[src/rtl/ltd_pkg.sv]
// Package for the line termination and driver high-impedance control block.
// Assumes a 50 MHz aclk and register access over AXI4-Lite.
package ltd_pkg;

    localparam int NCH = 4;

    // Register indices, byte address is channel times 128 plus four times the index
    localparam logic [4:0] IDX_TX_CFG0  = 5'h02;
    localparam logic [4:0] IDX_TX_CFG1  = 5'h03;
    localparam logic [4:0] IDX_SCALE    = 5'h04;
    localparam logic [4:0] IDX_SOFT_RST = 5'h06;
    localparam logic [4:0] IDX_TERM     = 5'h1a;
    localparam logic [4:0] IDX_STATUS   = 5'h1f;

    // Field positions
    localparam int TX_OFF_BIT   = 0;
    localparam int RLB_BIT      = 1;
    localparam int IPAT_BIT     = 2;
    localparam int THZ_BIT      = 4;
    localparam int TERM_EXT_BIT = 2;
    localparam int RTERM_LSB    = 3;

    // Reset values
    localparam logic [7:0] TX_CFG0_RST = 8'h00;
    localparam logic [7:0] TX_CFG1_RST = 8'h00;
    localparam logic [7:0] TERM_RST    = 8'h00;
    localparam logic [5:0] SCALE_RST   = 6'h00;

    // Pulse templates and their amplitude scale defaults
    localparam logic [3:0] PULSE_LBO15 = 4'hA;
    localparam logic [3:0] PULSE_LBO22 = 4'hB;
    localparam logic [5:0] SCALE_DEF15 = 6'h08;
    localparam logic [5:0] SCALE_DEF22 = 6'h04;
    // Scale step in tenths of a percent
    localparam logic [7:0] STEP_LBO15  = 8'h7D;
    localparam logic [7:0] STEP_LBO22  = 8'hFA;

    // Cycles the driver stays off after any reset
    localparam logic [4:0] HOLD_CYCLES = 5'h10;

    localparam logic [1:0] RESP_OKAY   = 2'h0;
    localparam logic [1:0] RESP_SLVERR = 2'h2;

    // Index is unit interval times sixteen plus sample
    localparam logic [6:0] TPL15 [0:63] = '{
        7'h00, 7'h00, 7'h00, 7'h01, 7'h04, 7'h08, 7'h0E, 7'h14,
        7'h1B, 7'h22, 7'h2A, 7'h30, 7'h35, 7'h37, 7'h38, 7'h37,
        7'h35, 7'h33, 7'h30, 7'h2D, 7'h2A, 7'h27, 7'h24, 7'h21,
        7'h1E, 7'h1C, 7'h1A, 7'h17, 7'h15, 7'h14, 7'h12, 7'h10,
        7'h0F, 7'h0D, 7'h0C, 7'h0B, 7'h0A, 7'h09, 7'h08, 7'h07,
        7'h06, 7'h06, 7'h05, 7'h05, 7'h04, 7'h04, 7'h03, 7'h03,
        7'h03, 7'h02, 7'h02, 7'h02, 7'h02, 7'h01, 7'h01, 7'h01,
        7'h01, 7'h01, 7'h01, 7'h01, 7'h01, 7'h00, 7'h00, 7'h00};

    localparam logic [6:0] TPL22 [0:63] = '{
        7'h01, 7'h03, 7'h05, 7'h08, 7'h0C, 7'h11, 7'h16, 7'h1B,
        7'h21, 7'h26, 7'h2A, 7'h2E, 7'h31, 7'h33, 7'h34, 7'h34,
        7'h35, 7'h35, 7'h34, 7'h33, 7'h32, 7'h30, 7'h2E, 7'h2D,
        7'h2B, 7'h29, 7'h27, 7'h24, 7'h22, 7'h20, 7'h1E, 7'h1C,
        7'h1B, 7'h19, 7'h17, 7'h15, 7'h14, 7'h12, 7'h11, 7'h10,
        7'h0E, 7'h0D, 7'h0C, 7'h0B, 7'h0A, 7'h09, 7'h08, 7'h08,
        7'h07, 7'h06, 7'h06, 7'h05, 7'h05, 7'h05, 7'h04, 7'h04,
        7'h04, 7'h04, 7'h03, 7'h03, 7'h03, 7'h03, 7'h03, 7'h02};

endpackage

[src/rtl/ltd_ctrl.sv]
// Line termination, pulse template and transmit driver enable control
// for four channels, with an AXI4-Lite register slave.
// Assumes loss detectors and the high-impedance pin are asynchronous
// levels; waveform sample addresses come from logic on aclk.
//
// Functional notes
// - -15 dB template scale defaults 001000, 12.5% steps
// - -22.5 dB template scale defaults 000100, 25% steps
// - Hold 16x4 seven-bit pulse samples per template
// - Transmit termination: internal 75/100/110/120 or external
// - Pin or channel bit turns driver off
// - Transmit circuitry keeps running while driver off, except in power-down
// - Master clock loss turns all drivers off
// - Transmit clock loss off, except loopback/internal pattern
// - Drivers off after soft, pin or power reset
// - Transmit power-down turns path and driver off
// - Receive termination: internal 75/100/110/120 or external
module ltd_ctrl
    import ltd_pkg::*;
(
    // Clock, reset, enable
    input  wire logic                    aclk,
    input  wire logic                    aresetn,
    input  wire logic                    ce,
    // AXI4-Lite write address
    input  wire logic [31:0]             s_axi_awaddr,
    input  wire logic [2:0]              s_axi_awprot,
    input  wire logic                    s_axi_awvalid,
    output logic                         s_axi_awready,
    // AXI4-Lite write data
    input  wire logic [31:0]             s_axi_wdata,
    input  wire logic [3:0]              s_axi_wstrb,
    input  wire logic                    s_axi_wvalid,
    output logic                         s_axi_wready,
    // AXI4-Lite write response
    output logic [1:0]                   s_axi_bresp,
    output logic                         s_axi_bvalid,
    input  wire logic                    s_axi_bready,
    // AXI4-Lite read address
    input  wire logic [31:0]             s_axi_araddr,
    input  wire logic [2:0]              s_axi_arprot,
    input  wire logic                    s_axi_arvalid,
    output logic                         s_axi_arready,
    // AXI4-Lite read data
    output logic [31:0]                  s_axi_rdata,
    output logic [1:0]                   s_axi_rresp,
    output logic                         s_axi_rvalid,
    input  wire logic                    s_axi_rready,
    // Asynchronous line-side conditions
    input  wire logic                    hz_pin,
    input  wire logic                    master_clock_lost,
    input  wire logic [NCH-1:0]          channel_tx_clock_lost,
    // Waveform sample address from the shaper
    input  wire logic [NCH-1:0][1:0]     wave_ui,
    input  wire logic [NCH-1:0][3:0]     wave_sample,
    // Line-side controls
    output logic [NCH-1:0]               tx_line_pair_drive_en,
    output logic [NCH-1:0]               tx_path_on,
    output logic [NCH-1:0]               tx_int_match_en,
    output logic [NCH-1:0][1:0]          tx_term_sel,
    output logic [NCH-1:0]               rx_int_match_en,
    output logic [NCH-1:0][1:0]          rx_term_sel,
    output logic [NCH-1:0][3:0]          pulse_template_select,
    output logic [NCH-1:0][5:0]          amplitude_scale,
    output logic [NCH-1:0][7:0]          scale_step_tenths,
    output logic [NCH-1:0][6:0]          wave_code
);

    typedef struct packed {
        logic                 aw_got;
        logic                 w_got;
        logic [8:0]           awaddr;
        logic [7:0]           wdata;
        logic                 wstrb0;
        logic                 awready;
        logic                 wready;
        logic                 bvalid;
        logic [1:0]           bresp;
        logic                 arready;
        logic                 rvalid;
        logic [1:0]           rresp;
        logic [7:0]           rdata;
        logic [NCH-1:0][7:0]  cfg0;
        logic [NCH-1:0][7:0]  cfg1;
        logic [NCH-1:0][7:0]  term;
        logic [NCH-1:0][5:0]  scale;
        logic [4:0]           hold_cnt;
        logic                 pin_s1;
        logic                 pin_s2;
        logic                 mclk_s1;
        logic                 mclk_s2;
        logic [NCH-1:0]       tclk_s1;
        logic [NCH-1:0]       tclk_s2;
        logic [NCH-1:0]       drive_en;
        logic [NCH-1:0][6:0]  wave;
        logic [NCH-1:0][7:0]  step;
    } ltd_state_t;

    ltd_state_t r_reg;
    ltd_state_t r_next;

    logic [NCH-1:0]       drive_ok;
    logic [NCH-1:0][6:0]  wave_lookup;
    logic [NCH-1:0][7:0]  step_lookup;
    logic [NCH-1:0][7:0]  status_word;

    genvar ch;
    generate
        for (ch = 0; ch < NCH; ch++) begin : g_ch
            logic       tclk_loss_eff;
            logic [5:0] rom_idx;
            logic [3:0] sel;

            assign sel = r_reg.cfg1[ch][3:0];
            assign rom_idx = {wave_ui[ch], wave_sample[ch]};
            // Loopback and internal pattern run from the master clock
            assign tclk_loss_eff = r_reg.tclk_s2[ch]
                & ~(r_reg.cfg0[ch][RLB_BIT] | r_reg.cfg0[ch][IPAT_BIT]);
            assign drive_ok[ch] = ~(r_reg.pin_s2
                | r_reg.cfg1[ch][THZ_BIT]
                | r_reg.mclk_s2
                | tclk_loss_eff
                | r_reg.cfg0[ch][TX_OFF_BIT]
                | (r_reg.hold_cnt != 5'h00));
            assign wave_lookup[ch] =
                (sel == PULSE_LBO15) ? TPL15[rom_idx] :
                (sel == PULSE_LBO22) ? TPL22[rom_idx] : 7'h00;
            assign step_lookup[ch] =
                (sel == PULSE_LBO15) ? STEP_LBO15 :
                (sel == PULSE_LBO22) ? STEP_LBO22 : 8'h00;
            assign status_word[ch] = {3'h0, (r_reg.hold_cnt != 5'h00),
                r_reg.pin_s2, r_reg.tclk_s2[ch], r_reg.mclk_s2,
                r_reg.drive_en[ch]};

            assign tx_line_pair_drive_en[ch] = r_reg.drive_en[ch];
            // Power-down only, never the high-impedance causes
            assign tx_path_on[ch] = ~r_reg.cfg0[ch][TX_OFF_BIT];
            assign tx_int_match_en[ch] = ~r_reg.term[ch][TERM_EXT_BIT];
            assign tx_term_sel[ch] = r_reg.term[ch][1:0];
            assign rx_int_match_en[ch] =
                ~r_reg.term[ch][RTERM_LSB+TERM_EXT_BIT];
            assign rx_term_sel[ch] =
                r_reg.term[ch][RTERM_LSB+1:RTERM_LSB];
            assign pulse_template_select[ch] = r_reg.cfg1[ch][3:0];
            assign amplitude_scale[ch] = r_reg.scale[ch];
            assign scale_step_tenths[ch] = r_reg.step[ch];
            assign wave_code[ch] = r_reg.wave[ch];
        end
    endgenerate

    assign s_axi_awready = r_reg.awready;
    assign s_axi_wready  = r_reg.wready;
    assign s_axi_bvalid  = r_reg.bvalid;
    assign s_axi_bresp   = r_reg.bresp;
    assign s_axi_arready = r_reg.arready;
    assign s_axi_rvalid  = r_reg.rvalid;
    assign s_axi_rresp   = r_reg.rresp;
    assign s_axi_rdata   = {24'h00_0000, r_reg.rdata};

    always_comb begin
        logic [1:0] wch;
        logic [4:0] widx;
        logic [1:0] rch;
        logic [4:0] ridx;
        wch = 2'h0;
        widx = 5'h00;
        rch = s_axi_araddr[8:7];
        ridx = s_axi_araddr[6:2];
        r_next = r_reg;

        // Two-stage synchronisers
        r_next.pin_s1  = hz_pin;
        r_next.pin_s2  = r_reg.pin_s1;
        r_next.mclk_s1 = master_clock_lost;
        r_next.mclk_s2 = r_reg.mclk_s1;
        r_next.tclk_s1 = channel_tx_clock_lost;
        r_next.tclk_s2 = r_reg.tclk_s1;

        if (r_reg.hold_cnt != 5'h00) begin
            r_next.hold_cnt = r_reg.hold_cnt - 5'h01;
        end

        r_next.drive_en = drive_ok;
        r_next.wave = wave_lookup;
        r_next.step = step_lookup;

        // Write channels, taken in either order
        if (r_reg.bvalid && s_axi_bready) begin
            r_next.bvalid = 1'b0;
        end
        if (s_axi_awvalid && r_reg.awready) begin
            r_next.aw_got = 1'b1;
            r_next.awaddr = s_axi_awaddr[8:0];
        end
        if (s_axi_wvalid && r_reg.wready) begin
            r_next.w_got  = 1'b1;
            r_next.wdata  = s_axi_wdata[7:0];
            r_next.wstrb0 = s_axi_wstrb[0];
        end

        if (r_next.aw_got && r_next.w_got && !r_next.bvalid) begin
            wch = r_next.awaddr[8:7];
            widx = r_next.awaddr[6:2];
            r_next.aw_got = 1'b0;
            r_next.w_got  = 1'b0;
            r_next.bvalid = 1'b1;
            r_next.bresp  = RESP_OKAY;
            if (r_next.awaddr[1:0] != 2'h0) begin
                r_next.bresp = RESP_SLVERR;
            end else begin
                unique case (widx)
                    IDX_TX_CFG0: begin
                        if (r_next.wstrb0) begin
                            r_next.cfg0[wch] = r_next.wdata;
                        end
                    end
                    IDX_TX_CFG1: begin
                        if (r_next.wstrb0) begin
                            r_next.cfg1[wch] = r_next.wdata;
                            if (r_next.wdata[3:0] == PULSE_LBO15) begin
                                r_next.scale[wch] = SCALE_DEF15;
                            end else if (r_next.wdata[3:0] == PULSE_LBO22)
                            begin
                                r_next.scale[wch] = SCALE_DEF22;
                            end
                        end
                    end
                    IDX_SCALE: begin
                        if (r_next.wstrb0) begin
                            r_next.scale[wch] = r_next.wdata[5:0];
                        end
                    end
                    IDX_TERM: begin
                        if (r_next.wstrb0) begin
                            r_next.term[wch] = r_next.wdata;
                        end
                    end
                    IDX_SOFT_RST: begin
                        if (r_next.wstrb0 && r_next.wdata[0]) begin
                            for (int i = 0; i < NCH; i++) begin
                                r_next.cfg0[i]  = TX_CFG0_RST;
                                r_next.cfg1[i]  = TX_CFG1_RST;
                                r_next.term[i]  = TERM_RST;
                                r_next.scale[i] = SCALE_RST;
                            end
                            r_next.hold_cnt = HOLD_CYCLES;
                            r_next.drive_en = '0;
                        end
                    end
                    IDX_STATUS: begin
                        r_next.bresp = RESP_OKAY;
                    end
                    default: begin
                        r_next.bresp = RESP_SLVERR;
                    end
                endcase
            end
        end
        r_next.awready = !r_next.aw_got && !r_next.bvalid;
        r_next.wready  = !r_next.w_got && !r_next.bvalid;

        // Read channel
        if (r_reg.rvalid && s_axi_rready) begin
            r_next.rvalid = 1'b0;
        end
        if (s_axi_arvalid && r_reg.arready) begin
            r_next.rvalid = 1'b1;
            r_next.rresp  = RESP_OKAY;
            r_next.rdata  = 8'h00;
            if (s_axi_araddr[1:0] != 2'h0) begin
                r_next.rresp = RESP_SLVERR;
            end else begin
                unique case (ridx)
                    IDX_TX_CFG0:  r_next.rdata = r_reg.cfg0[rch];
                    IDX_TX_CFG1:  r_next.rdata = r_reg.cfg1[rch];
                    IDX_SCALE:    r_next.rdata = {2'h0, r_reg.scale[rch]};
                    IDX_TERM:     r_next.rdata = r_reg.term[rch];
                    IDX_SOFT_RST: r_next.rdata = 8'h00;
                    IDX_STATUS:   r_next.rdata = status_word[rch];
                    default:      r_next.rresp = RESP_SLVERR;
                endcase
            end
        end
        r_next.arready = !r_next.rvalid;
    end

    always_ff @(posedge aclk) begin
        if (!aresetn) begin
            r_reg <= '0;
            for (int i = 0; i < NCH; i++) begin
                r_reg.cfg0[i]  <= TX_CFG0_RST;
                r_reg.cfg1[i]  <= TX_CFG1_RST;
                r_reg.term[i]  <= TERM_RST;
                r_reg.scale[i] <= SCALE_RST;
            end
            r_reg.hold_cnt <= HOLD_CYCLES;
            r_reg.awready  <= 1'b1;
            r_reg.wready   <= 1'b1;
            r_reg.arready  <= 1'b1;
        end else if (ce) begin
            r_reg <= r_next;
        end
    end

endmodule

[config.mk]
export PLATFORM = sky130hd
export DESIGN_NAME = ltd_ctrl
export DESIGN_NICKNAME = d
export VERILOG_FILES = /design/src/rtl/ltd_pkg.sv /design/src/rtl/ltd_ctrl.sv
export SDC_FILE = /design/constraint.sdc
export NUM_CORES = 1
export LEC_CHECK = 0
export ABC_AREA = 1
export BUFFER_PORTS_ARGS = -buffer_cell sky130_fd_sc_hd__buf_2
export CAP_MARGIN = 20
export CORE_MARGIN = 2
export CORE_UTILIZATION = 40
export DETAILED_ROUTE_END_ITERATION = 12
export GPL_ROUTABILITY_DRIVEN = 1
export PLACE_DENSITY = 0.68
export SLEW_MARGIN = 10
export SYNTH_ARGS = -nofsm -noshare
export SYNTH_HDL_FRONTEND = slang
export SYNTH_SLANG_ARGS = --single-unit
[constraint.sdc]
create_clock -name aclk -period 2 [get_ports aclk]
set_input_delay 0.4 -clock aclk [delete_from_list [all_inputs] [get_ports aclk]]
set_output_delay 0.4 -clock aclk [all_outputs]
set_load 0.005 [all_outputs]
After elaboration in Yosys (flattened, before gate mapping)

Memories as Yosys holds them, arrays and structs flattened.
Index checks and enable logic that the tools add are counted.

$add $sub $neg: 1
$lt $le $gt $ge: 7
Equality and inequality tests: 28
Multiplexer cells: 85
Bitwise gates (word level): 59
Reduce and logical (&&, ||, !) cells: 31

Operator list:

| operator             | number |
|---|---|
| $pmux W32 S2         | 3 |
| $mux W7              | 24 |
| $mux W125            | 1 |
| $mux W8              | 14 |
| $bwmux W32           | 3 |
| $mux W24             | 4 |
| $mux W32             | 3 |
| $pmux W24 S3         | 1 |
| $bmux W8 S2          | 4 |
| $and A20 B20 Y20     | 2 |
| $eq A4 B4 Y1 const B | 10 |
| $not A20 Y20         | 2 |
| $pmux W8 S5          | 1 |
| $ge A7 B7 Y1 const B | 4 |
| $not A6 Y7           | 4 |
| $bwmux W24           | 1 |
| $or A1 B1 Y1         | 24 |
| $not A1 Y1           | 21 |
| $eq A5 B2 Y1 const B | 4 |
| $eq A5 B3 Y1 const B | 4 |
| $eq A5 B5 Y1 const B | 4 |
| $mux W5              | 4 |
| $mux W9              | 2 |
| $reduce_and A6 Y1    | 3 |
| 24 further kinds     | 64 |

Register bits after elaboration: 238
Bits in read-only memories: 3,584
Input bits: 144
Output and inout port bits: 173
Word-level logic and storage cells: 264
Memories: 8

Memories:

| name            | words | width | read ports | clocked after Yosys merged registers in | wr ports | RTL line        | source |
|---|---|---|---|---|---|---|---|
| (no name shown) | 64    | 7     | 1          | 0                                       | 0        | ltd_ctrl.sv:127 | `(sel == PULSE_LBO22) ? TPL22[rom_idx] : 7'h00;` |
| (no name shown) | 64    | 7     | 1          | 0                                       | 0        | ltd_ctrl.sv:126 | `(sel == PULSE_LBO15) ? TPL15[rom_idx] :` |
| (no name shown) | 64    | 7     | 1          | 0                                       | 0        | ltd_ctrl.sv:127 |  |
| (no name shown) | 64    | 7     | 1          | 0                                       | 0        | ltd_ctrl.sv:126 |  |
| (no name shown) | 64    | 7     | 1          | 0                                       | 0        | ltd_ctrl.sv:127 |  |
| (no name shown) | 64    | 7     | 1          | 0                                       | 0        | ltd_ctrl.sv:126 |  |
| 2 more memories | -     | -     | -          | -                                       | -        | -               |  |

Depth between registers and ports, before layout

Gate-level depths: netlist (run 1).

Word-level depth: 12
Gate-level depth with buffers: 15
Depth with buffers taken out: 14

Worst setup path after synthesis (run 1)

OpenSTA, ideal clock, no wires.

Kind: input port to flip-flop
Start: input s_axi_awvalid
End: register r_reg[110] in the netlist's numbering
Setup time: 0.133 ns
Data arrival time: 1.772 ns
Data required time: 1.867 ns
Setup slack: 0.095 ns
Stages on the path: 14
Cells stage by stage: buf_6 -> nand2_8 -> nand2_2 -> nand2_2 -> nand2_1 -> nor2_4 -> nand3_1 -> nand2_2 -> clkinv_4 -> and2_1 -> buf_4 -> buf_6 -> nand2_1 -> a21oi_2

Cells in the longest elaborated chain, start to end: 9
Elaborated cells between the ends (all ways): 21
Classes of those cells: 2 x order compare; 4 x eq/ne; 7 x mux; 1 x bitwise; 7 x reduce/logical

RTL lines:

| element                                                                   | RTL line        | source |
|---|---|---|
| start, declared                                                           | ltd_ctrl.sv:28  | `input wire logic s_axi_awvalid,` |
| $logic_and A1 B1 Y1 *                                                     | ltd_ctrl.sv:191 | `if (s_axi_awvalid && r_reg.awready) begin` |
| $mux W9                                                                   | ltd_ctrl.sv:191 |  |
| $lt A2 B3 Y1 (not written as such) / $ge A2 B1 Y1 (equally long branches) | ltd_ctrl.sv:235 | `r_next.term[wch] = r_next.wdata;` |
| $logic_and A1 B1 Y1 (not written as such)                                 | ltd_ctrl.sv:235 |  |
| $mux W8 (not written as such)                                             | ltd_ctrl.sv:235 |  |
| $demux W8 S2                                                              | ltd_ctrl.sv:235 |  |
| $bwmux W32                                                                | ltd_ctrl.sv:235 |  |
| $mux W32                                                                  | ltd_ctrl.sv:234 | `if (r_next.wstrb0) begin` |
| $pmux W32 S2                                                              | ltd_ctrl.sv:211 | `unique case (widx)` |
| end signal, assigned                                                      | ltd_ctrl.sv:301 | `r_reg <= r_next;` |
| end, declared                                                             | ltd_ctrl.sv:99  | `ltd_state_t r_reg;` |

Every way passes the cells marked *; elsewhere a longest branch is shown, timed or not. The select of a mux whose other input is x is not followed.
A chain may end at the register's enable or synchronous reset.

Worst setup path in the final report (run 1)

Start: register r_reg, in the netlist s_axi_awready
End: register r_reg[168] in the netlist's numbering

Cells in the longest elaborated chain, start to end: 9
Elaborated cells between the ends (all ways): 21
Classes of those cells: 2 x order compare; 4 x eq/ne; 7 x mux; 1 x bitwise; 7 x reduce/logical

RTL lines:

| element                                                                   | RTL line        | source |
|---|---|---|
| $logic_and A1 B1 Y1 *                                                     | ltd_ctrl.sv:191 |  |
| $mux W9                                                                   | ltd_ctrl.sv:191 |  |
| $lt A2 B3 Y1 (not written as such) / $ge A2 B1 Y1 (equally long branches) | ltd_ctrl.sv:219 | `r_next.cfg1[wch] = r_next.wdata;` |
| $logic_and A1 B1 Y1 (not written as such)                                 | ltd_ctrl.sv:219 |  |
| $mux W8 (not written as such)                                             | ltd_ctrl.sv:219 |  |
| $demux W8 S2                                                              | ltd_ctrl.sv:219 |  |
| $bwmux W32                                                                | ltd_ctrl.sv:219 |  |
| $mux W32                                                                  | ltd_ctrl.sv:218 | `if (r_next.wstrb0) begin` |
| $pmux W32 S2                                                              | ltd_ctrl.sv:211 |  |

Marked as above.

==> results of run 1 <==
## power by group
group	leakage [nW]	total, W	switching [W]	internal [W]
registers	1.72	0.00437	0.0000562	0.00431
logic	6.90	0.00268	0.00165	0.00103
clock network	0.404	0.00467	0.00194	0.00273
total	9.03	0.0117	0.00365	0.00807
## final cells by class
class,count,area [sq um],area share (%)
Clock buffer,38,756,3.92
Tap cell,511,639,3.32
Timing Repair Buffer,505,3680,19.1
Sequential cell,212,4250,22.0
Inverter,217,825,4.28
Clock inverter,7,76.3,0.396
Multi-Input combinational cell,1801,9060,47.0
## worst reg2reg max path, delay by kind of cell (launching register included)
kind | cells | cell delay, ns
compound gates | 1 | 0.05
flops | 1 | 0.36
buf+inv | 3 | 0.44
simple gates | 11 | 1.02
## Yosys cell counts (5+ instances only)
cell type / count / area [sq um]
buf_4: 164 / 1230
inv_1: 203 / 762
nand3_1: 157 / 786
o211ai_1: 21 / 158
buf_1: 5 / 18.8
a21oi_1: 223 / 1120
or2_2: 5 / 31.3
o21ai_0: 222 / 1110
buf_6: 10 / 113
nand2_1: 680 / 2550
clkbuf_1: 81 / 304
buf_2: 9 / 45.0
nand2_2: 13 / 81.3
a22oi_1: 5 / 37.5
a31oi_1: 11 / 68.8
o22ai_1: 24 / 150
a21oi_2: 14 / 123
nor3_1: 11 / 55.1
o2111ai_1: 6 / 52.6
ha_1: 61 / 763
clkinv_1: 9 / 33.8
nand4_1: 22 / 138
o221ai_1: 9 / 78.8
dfxtp_1: 212 / 4240
nor2_1: 251 / 942
a211oi_1: 5 / 37.5
## per-stage QoR
stage | util, % | hold WS, ns | instances | area, sq um
finish | 51.2 | 0.104 | 3291 | 19300
global route | 51.2 | 0.102 | 3291 | 19300
CTS | 49.5 | 0.0821 | 3271 | 18700
detailed placement | 46.9 | 0.451 | 3218 | 17700
global placement | 46.9 | 0.446 | 3218 | 17700
floorplan | - | 0.436 | 2498 | 15400
## repair_timing
item                       in CTS  in global routing
resized for setup              23                132
setup buffers                   8                 13
setup endpoints to repair     106                131
pin swaps                       5                 27
gates cloned                    0                  7
## logic make-up after synthesis
group | count (synthesis) | synth area share [%]
AOI/OAI and AO/OA | 553 | 19.8
xor gates and xnor gates | 2 | 0.114
adders and majority gates | 61 | 4.98
buffers and inverters | 486 | 16.5
DFF | 212 | 27.7
muxes | 3 | 0.196
other | 1 | 0.0245
and+or+nand+nor | 1151 | 30.7
## metal layers
metal	wire length, microns	share of wire [%]
met5	0	0
met2	27000	47
met3	4760	8.2
met1	23300	40
met4	2690	4.6
## worst paths after layout
kind,slack (ns),depth (start not counted),from,to
worst max-delay path,-0.009,15,s_axi_awready,r_reg[168]
worst min register to register,0.46,2,s_axi_rdata[2],s_axi_rdata[2]
worst min-delay path,0.10,3,channel_tx_clock_lost[1],r_next[65]
worst max register to register,-0.009,15,s_axi_awready,r_reg[168]
==> key figures, run 1 <==
Synth
  – Register area share after synthesis: 27.7%
  – Mapped Cells: 2,469
  – Post-synth top flop: dfxtp_1
  – Yosys reg bits: about 210
  – Syn avg cell area: slightly above 6 sq um
  – Post-synth EDFFs: 0
  – Synth warn: 0
  – Mapped Area: 15,300 sq um
  – Ys async rst share: 0%
  – Count of cell types in the netlist: 43

Global route
  – Met1 Use GR: between 30% and 40%
  – Largest net degree at the start of global routing: 75
  – Grt total ovfl: 0
  – Met2 Usage GRT: 46.1%
  – First-pass GRT wire length: 87,500 microns
  – Antenna violations before repair: 0
  – Met3 Use GR: 3.73%
  – Via count of the first global-routing pass: 16,304
  – Gr busiest metal: met2
  – Total GRT Usage: 27.8%

Detailed routing
  – WL per Instance: 17.6 microns
  – Initial DRC Count: 1,512
  – WL final: 57,800 microns
  – Routed Antenna Nets: 0
  – DR vias: ~18,000
  – Residual DRC count: 0
  – Pre-antenna DRT Iters: 5
  – DR vias/cell: 5.34

Floorplanning
  – Num rows: between 70 and 80
  – Die X: between 150 and 200 microns
  – Num ports: 317
  – Initial core utilization: about two fifths
  – Core Region: 37,700 sq um
  – Die Y: about 200 microns
  – Die area: 39,900 sq um

Timing
  – Rel. slew slack: 53.5%
  – Tmin final: 2.01 ns
  – Final Max Slew Viols: 0
  – Max Fclk: ~500 MHz
  – Final setup TNS: -0.0358 ns
  – Period utilization: 100%
  – Slew of the pin with the lowest slew margin: 0.690 ns
  – Number of setup violations in the final report: 7
  – Worst Setup Slack, final: -0.00875 ns
  – Final hold violations: 0
  – RSZ-0062 raised after global routing: true
  – Clk_skew: 0.0277 ns

Power and ir drop
  – Pwr Total: 0.0117 W
  – Pwr Density: ~600 nW/um^2
  – Worst VDD drop: around 0.57 mV
  – Total leakage power: 9.03 nW

CTS
  – CTS tree: built
  – Hold Buf Count CTS: 0
  – Worst-Skew Late Latency: 0.57 ns
  – Total clock sinks: approximately 210
  – Htree depth: 1
  – Reg clk slew, reported paths: 0.06 ns
  – CTS max path bufs: 3
  – CTS buffer count: 26
  – Clock Tree Root: clkbuf_16

Critical path
  – Worst Path Required: 2.42 ns
  – Crit-path slowest cell: dfxtp_4
  – Largest stage delay on the critical path: 0.36 ns
  – CP arrival: ~2.4 ns
  – Critical Path, Cell by Cell: buf_12, nand2_8, nand2_2, nand2_2, nand2_4, nor2_4, nand2_4, nand2_2, nand2_2, nor2_4, buf_12, nand2_1, buf_6, nand2_1, a21oi_2
  – CP Launch Type: flop
  – Delay-heaviest family, CP: simple AND/OR/NAND/NOR gates
  – CP most frequent cell: nand2_2
  – Critical path type: flop to flop
  – WP buf/inv: 3
  – CP endpoint kind: flop
  – Worst-path fanout max: 8

Outcome
  – Outcome: finished, violations left
  – Failing checks: negative setup slack

Cells and area
  – Largest register FFs: 95
  – Area grow syn2layout: 25.9%
  – Most common cell after layout, fill and taps aside: nand2_1
  – Antenna diodes: 0
  – Fillers: 3,855
  – Share of cells above drive strength 1: between 20% and 30%
  – Layout Nets: 2,968
  – Most frequent cells in the layout: nand2_1, buf_4, nor2_1, o21ai_0, dfxtp_1

Placed design
  – Worst slack, placed: -0.282 ns
  – Gpl congestion: slightly below 1
  – Hpwl dp: between 40,000 and 50,000 microns
  – Port Buffers: 207

Run
  – Max-Cap Viols: 0

Min path
  – Hold crit path type: input port to flop
Power figures use the tool's default switching activity.
==> run 2, diff against run 1 <==
RECOVER_POWER = 100   (was not set)
==> key figures, run 2 (synthesized netlist as in run 1, its figures left out) <==
Outcome
  – Outcome: finished, violations left
  – Failing checks: negative setup slack

Critical path
  – CP endpoint kind: flop
  – CP most frequent cell: nand2_2
  – Critical path type: flop to flop
  – Worst Path Required: 2.48 ns (+0.06 ns)
  – WP buf/inv: 4 (+1)
  – Crit-path slowest cell: dfxtp_4
  – CP Launch Type: flop
  – CP arrival: 2.51 ns (+0.08 ns)
  – Worst-path fanout max: 8 (unchanged)
  – Delay-heaviest family, CP: simple AND/OR/NAND/NOR gates
  – Largest stage delay on the critical path: 0.36 ns (about the same)
  – Critical Path, Cell by Cell: buf_12, nand2_8, buf_4, nand2_1, o21ai_4, nand2_2, nor2_4, nand2_4, inv_8, and2_4, clkbuf_16, nand2_2, a21oi_1

Cells and area
  – Post-route cell area: 19,300 sq um (about the same)
  – Area grow syn2layout: 25.8% (about the same)
  – Largest register FFs: 95 (unchanged)
  – Antenna diodes: 0 (unchanged)
  – Most frequent cells in the layout: nand2_1, buf_4, nor2_1, o21ai_0, dfxtp_1
  – Fillers: 3,857 (+0.052%)
  – Register area: 4250 sq um (unchanged)
  – Layout Nets: 2,968 (unchanged)
  – Multi-input combinational cell area: 9060 sq um (unchanged)
  – Share of cells above drive strength 1: 24.8% (-0.036 points)
  – Most common cell after layout, fill and taps aside: nand2_1

Power and ir drop
  – Total leakage power: 9.02 nW (about the same)
  – Worst VDD drop: 0.574 mV (+0.17%)
  – Pwr Density: 608 nW/um^2 (about the same)
  – Pwr Total: 0.0117 W (about the same)

Timing
  – Final hold violations: 0 (unchanged)
  – Rel. slew slack: 50.4% (-3.1 points)
  – Clk_skew: 0.0275 ns (-0.000187 ns)
  – Slew of the pin with the lowest slew margin: 0.744 ns (+0.0542 ns)
  – RSZ-0062 raised after global routing: true
  – Worst Setup Slack, final: -0.0335 ns (-0.0248 ns)
  – Final Max Slew Viols: 0 (unchanged)
  – Period utilization: 102% (+1.2 points)
  – Max Fclk: 492 MHz (-1.2%)
  – Number of setup violations in the final report: 11 (+4)
  – Tmin final: 2.03 ns (+0.0248 ns)

Floorplanning
  – Die Y: 200 microns (unchanged)
  – Initial core utilization: 40.7% (unchanged)
  – Num ports: 317 (unchanged)
  – Core Region: 37,700 sq um (unchanged)
  – Die X: 200 microns (unchanged)
  – Num rows: 71 (unchanged)
  – Die area: 39,900 sq um (unchanged)

CTS
  – CTS buffer count: 26 (unchanged)
  – Total clock sinks: 212 (unchanged)
  – Reg clk slew, reported paths: 0.06 ns (about the same)
  – CTS tree: built
  – Htree depth: 1 (unchanged)
  – Worst-Skew Late Latency: 0.57 ns (about the same)
  – CTS max path bufs: 3 (unchanged)
  – Clock Tree Root: clkbuf_16

Placed design
  – Port Buffers: 207 (unchanged)
  – Placed Area: 17,700 sq um (unchanged)
  – Hpwl dp: 42,800 microns (unchanged)
  – Gpl congestion: 0.966 (unchanged)

Detailed routing
  – DR vias: 17,567 (+0.028%)
  – Routed Antenna Nets: 0 (unchanged)
  – Residual DRC count: 0 (unchanged)
  – Initial DRC Count: 1,590 (+5.2%)
  – DR vias/cell: 5.34 (about the same)
  – WL per Instance: 17.6 microns (about the same)
  – WL final: 57,800 microns (about the same)
  – Pre-antenna DRT Iters: 6 (+1)

Global route
  – Antenna violations before repair: 0 (unchanged)
  – Via count of the first global-routing pass: 16,304 (unchanged)
  – Largest net degree at the start of global routing: 75 (unchanged)
  – Grt total ovfl: 0 (unchanged)
  – Total GRT Usage: 27.8% (unchanged)
  – First-pass GRT wire length: 87,500 microns (unchanged)

Min path
  – Hold crit path type: input port to flop

Run
  – Max-Cap Viols: 0 (unchanged)
## run 2: cell types whose count changed in the layout (fill, tap and decap cells not counted), sizes merged
cell,change
buf,-1
clkbuf,+1
## run 2: path summary, 6_finish.rpt
| path | slack, ns | start | to | depth (start not counted) |
|---|---|---|---|---|
| setup / recovery | -0.03 | s_axi_awready | r_reg[187] | 13 |
| hold / removal | 0.09 | channel_tx_clock_lost[1] | r_next[65] | 3 |
| setup reg to reg | -0.03 | s_axi_awready | r_reg[187] | 13 |
| hold reg to reg | 0.46 | s_axi_rdata[2] | s_axi_rdata[2] | 2 |
## run 2: worst min-delay path, delay by kind of cell
kind	cells	cell delay (ns)
buffers and inverters	1	0.10
AND/OR/NAND/NOR	2	0.13
## run 2: timing repair
item                                   4_1_cts  5_1_grt
buffers inserted                             8       13
pin swaps                                    5       27
setup endpoints to repair                  106      131
gates resized for setup                     23      132
gates cloned                                 0        7
hold buffers                                 0        0
endpoints found under the hold margin        0        0
## run 2: stage by stage
step                utilization (%)  TNS (ns)  setup WS, ns  cells  hold WS (ns)
floorplan                         -         0        0.0945   2498         0.436
global placement               46.9    -16.90        -0.237   3218         0.446
detailed placement             46.9    -21.21        -0.282   3218         0.451
CTS                            49.5   -0.0507       -0.0247   3271        0.0821
global route                   51.2     -8.04        -0.128   3291         0.102
finish                         51.2    -0.137       -0.0335   3291        0.0950
## run 2: layout make-up
| type | instances | share of cell area (%) |
|---|---|---|
| clock buffers | 38 | 3.92 |
| well taps | 511 | 3.32 |
| multi-input cells | 1801 | 47.0 |
| inverters | 217 | 4.28 |
| clock inverters | 7 | 0.396 |
| repair buffers | 505 | 19.0 |
| flip-flops and latches | 212 | 22.0 |
## run 2: layer usage
metal  share of wire (%)  up-vias  wire length (microns)  GRT usage [%]
met5                   0        -                      0              0
met4                 4.8        0                   2750           13.0
met3                 8.0      168                   4660           3.73
met2                  47      835                  27000           46.1
met1                  41     8111                  23400           35.6
li1                    -     8453                      -              -
## run 2: report_power, final
part	internal, W	switching (W)
combinational	0.00103	0.00165
clock	0.00273	0.00194
sequential	0.00431	0.0000559
total	0.00807	0.00365
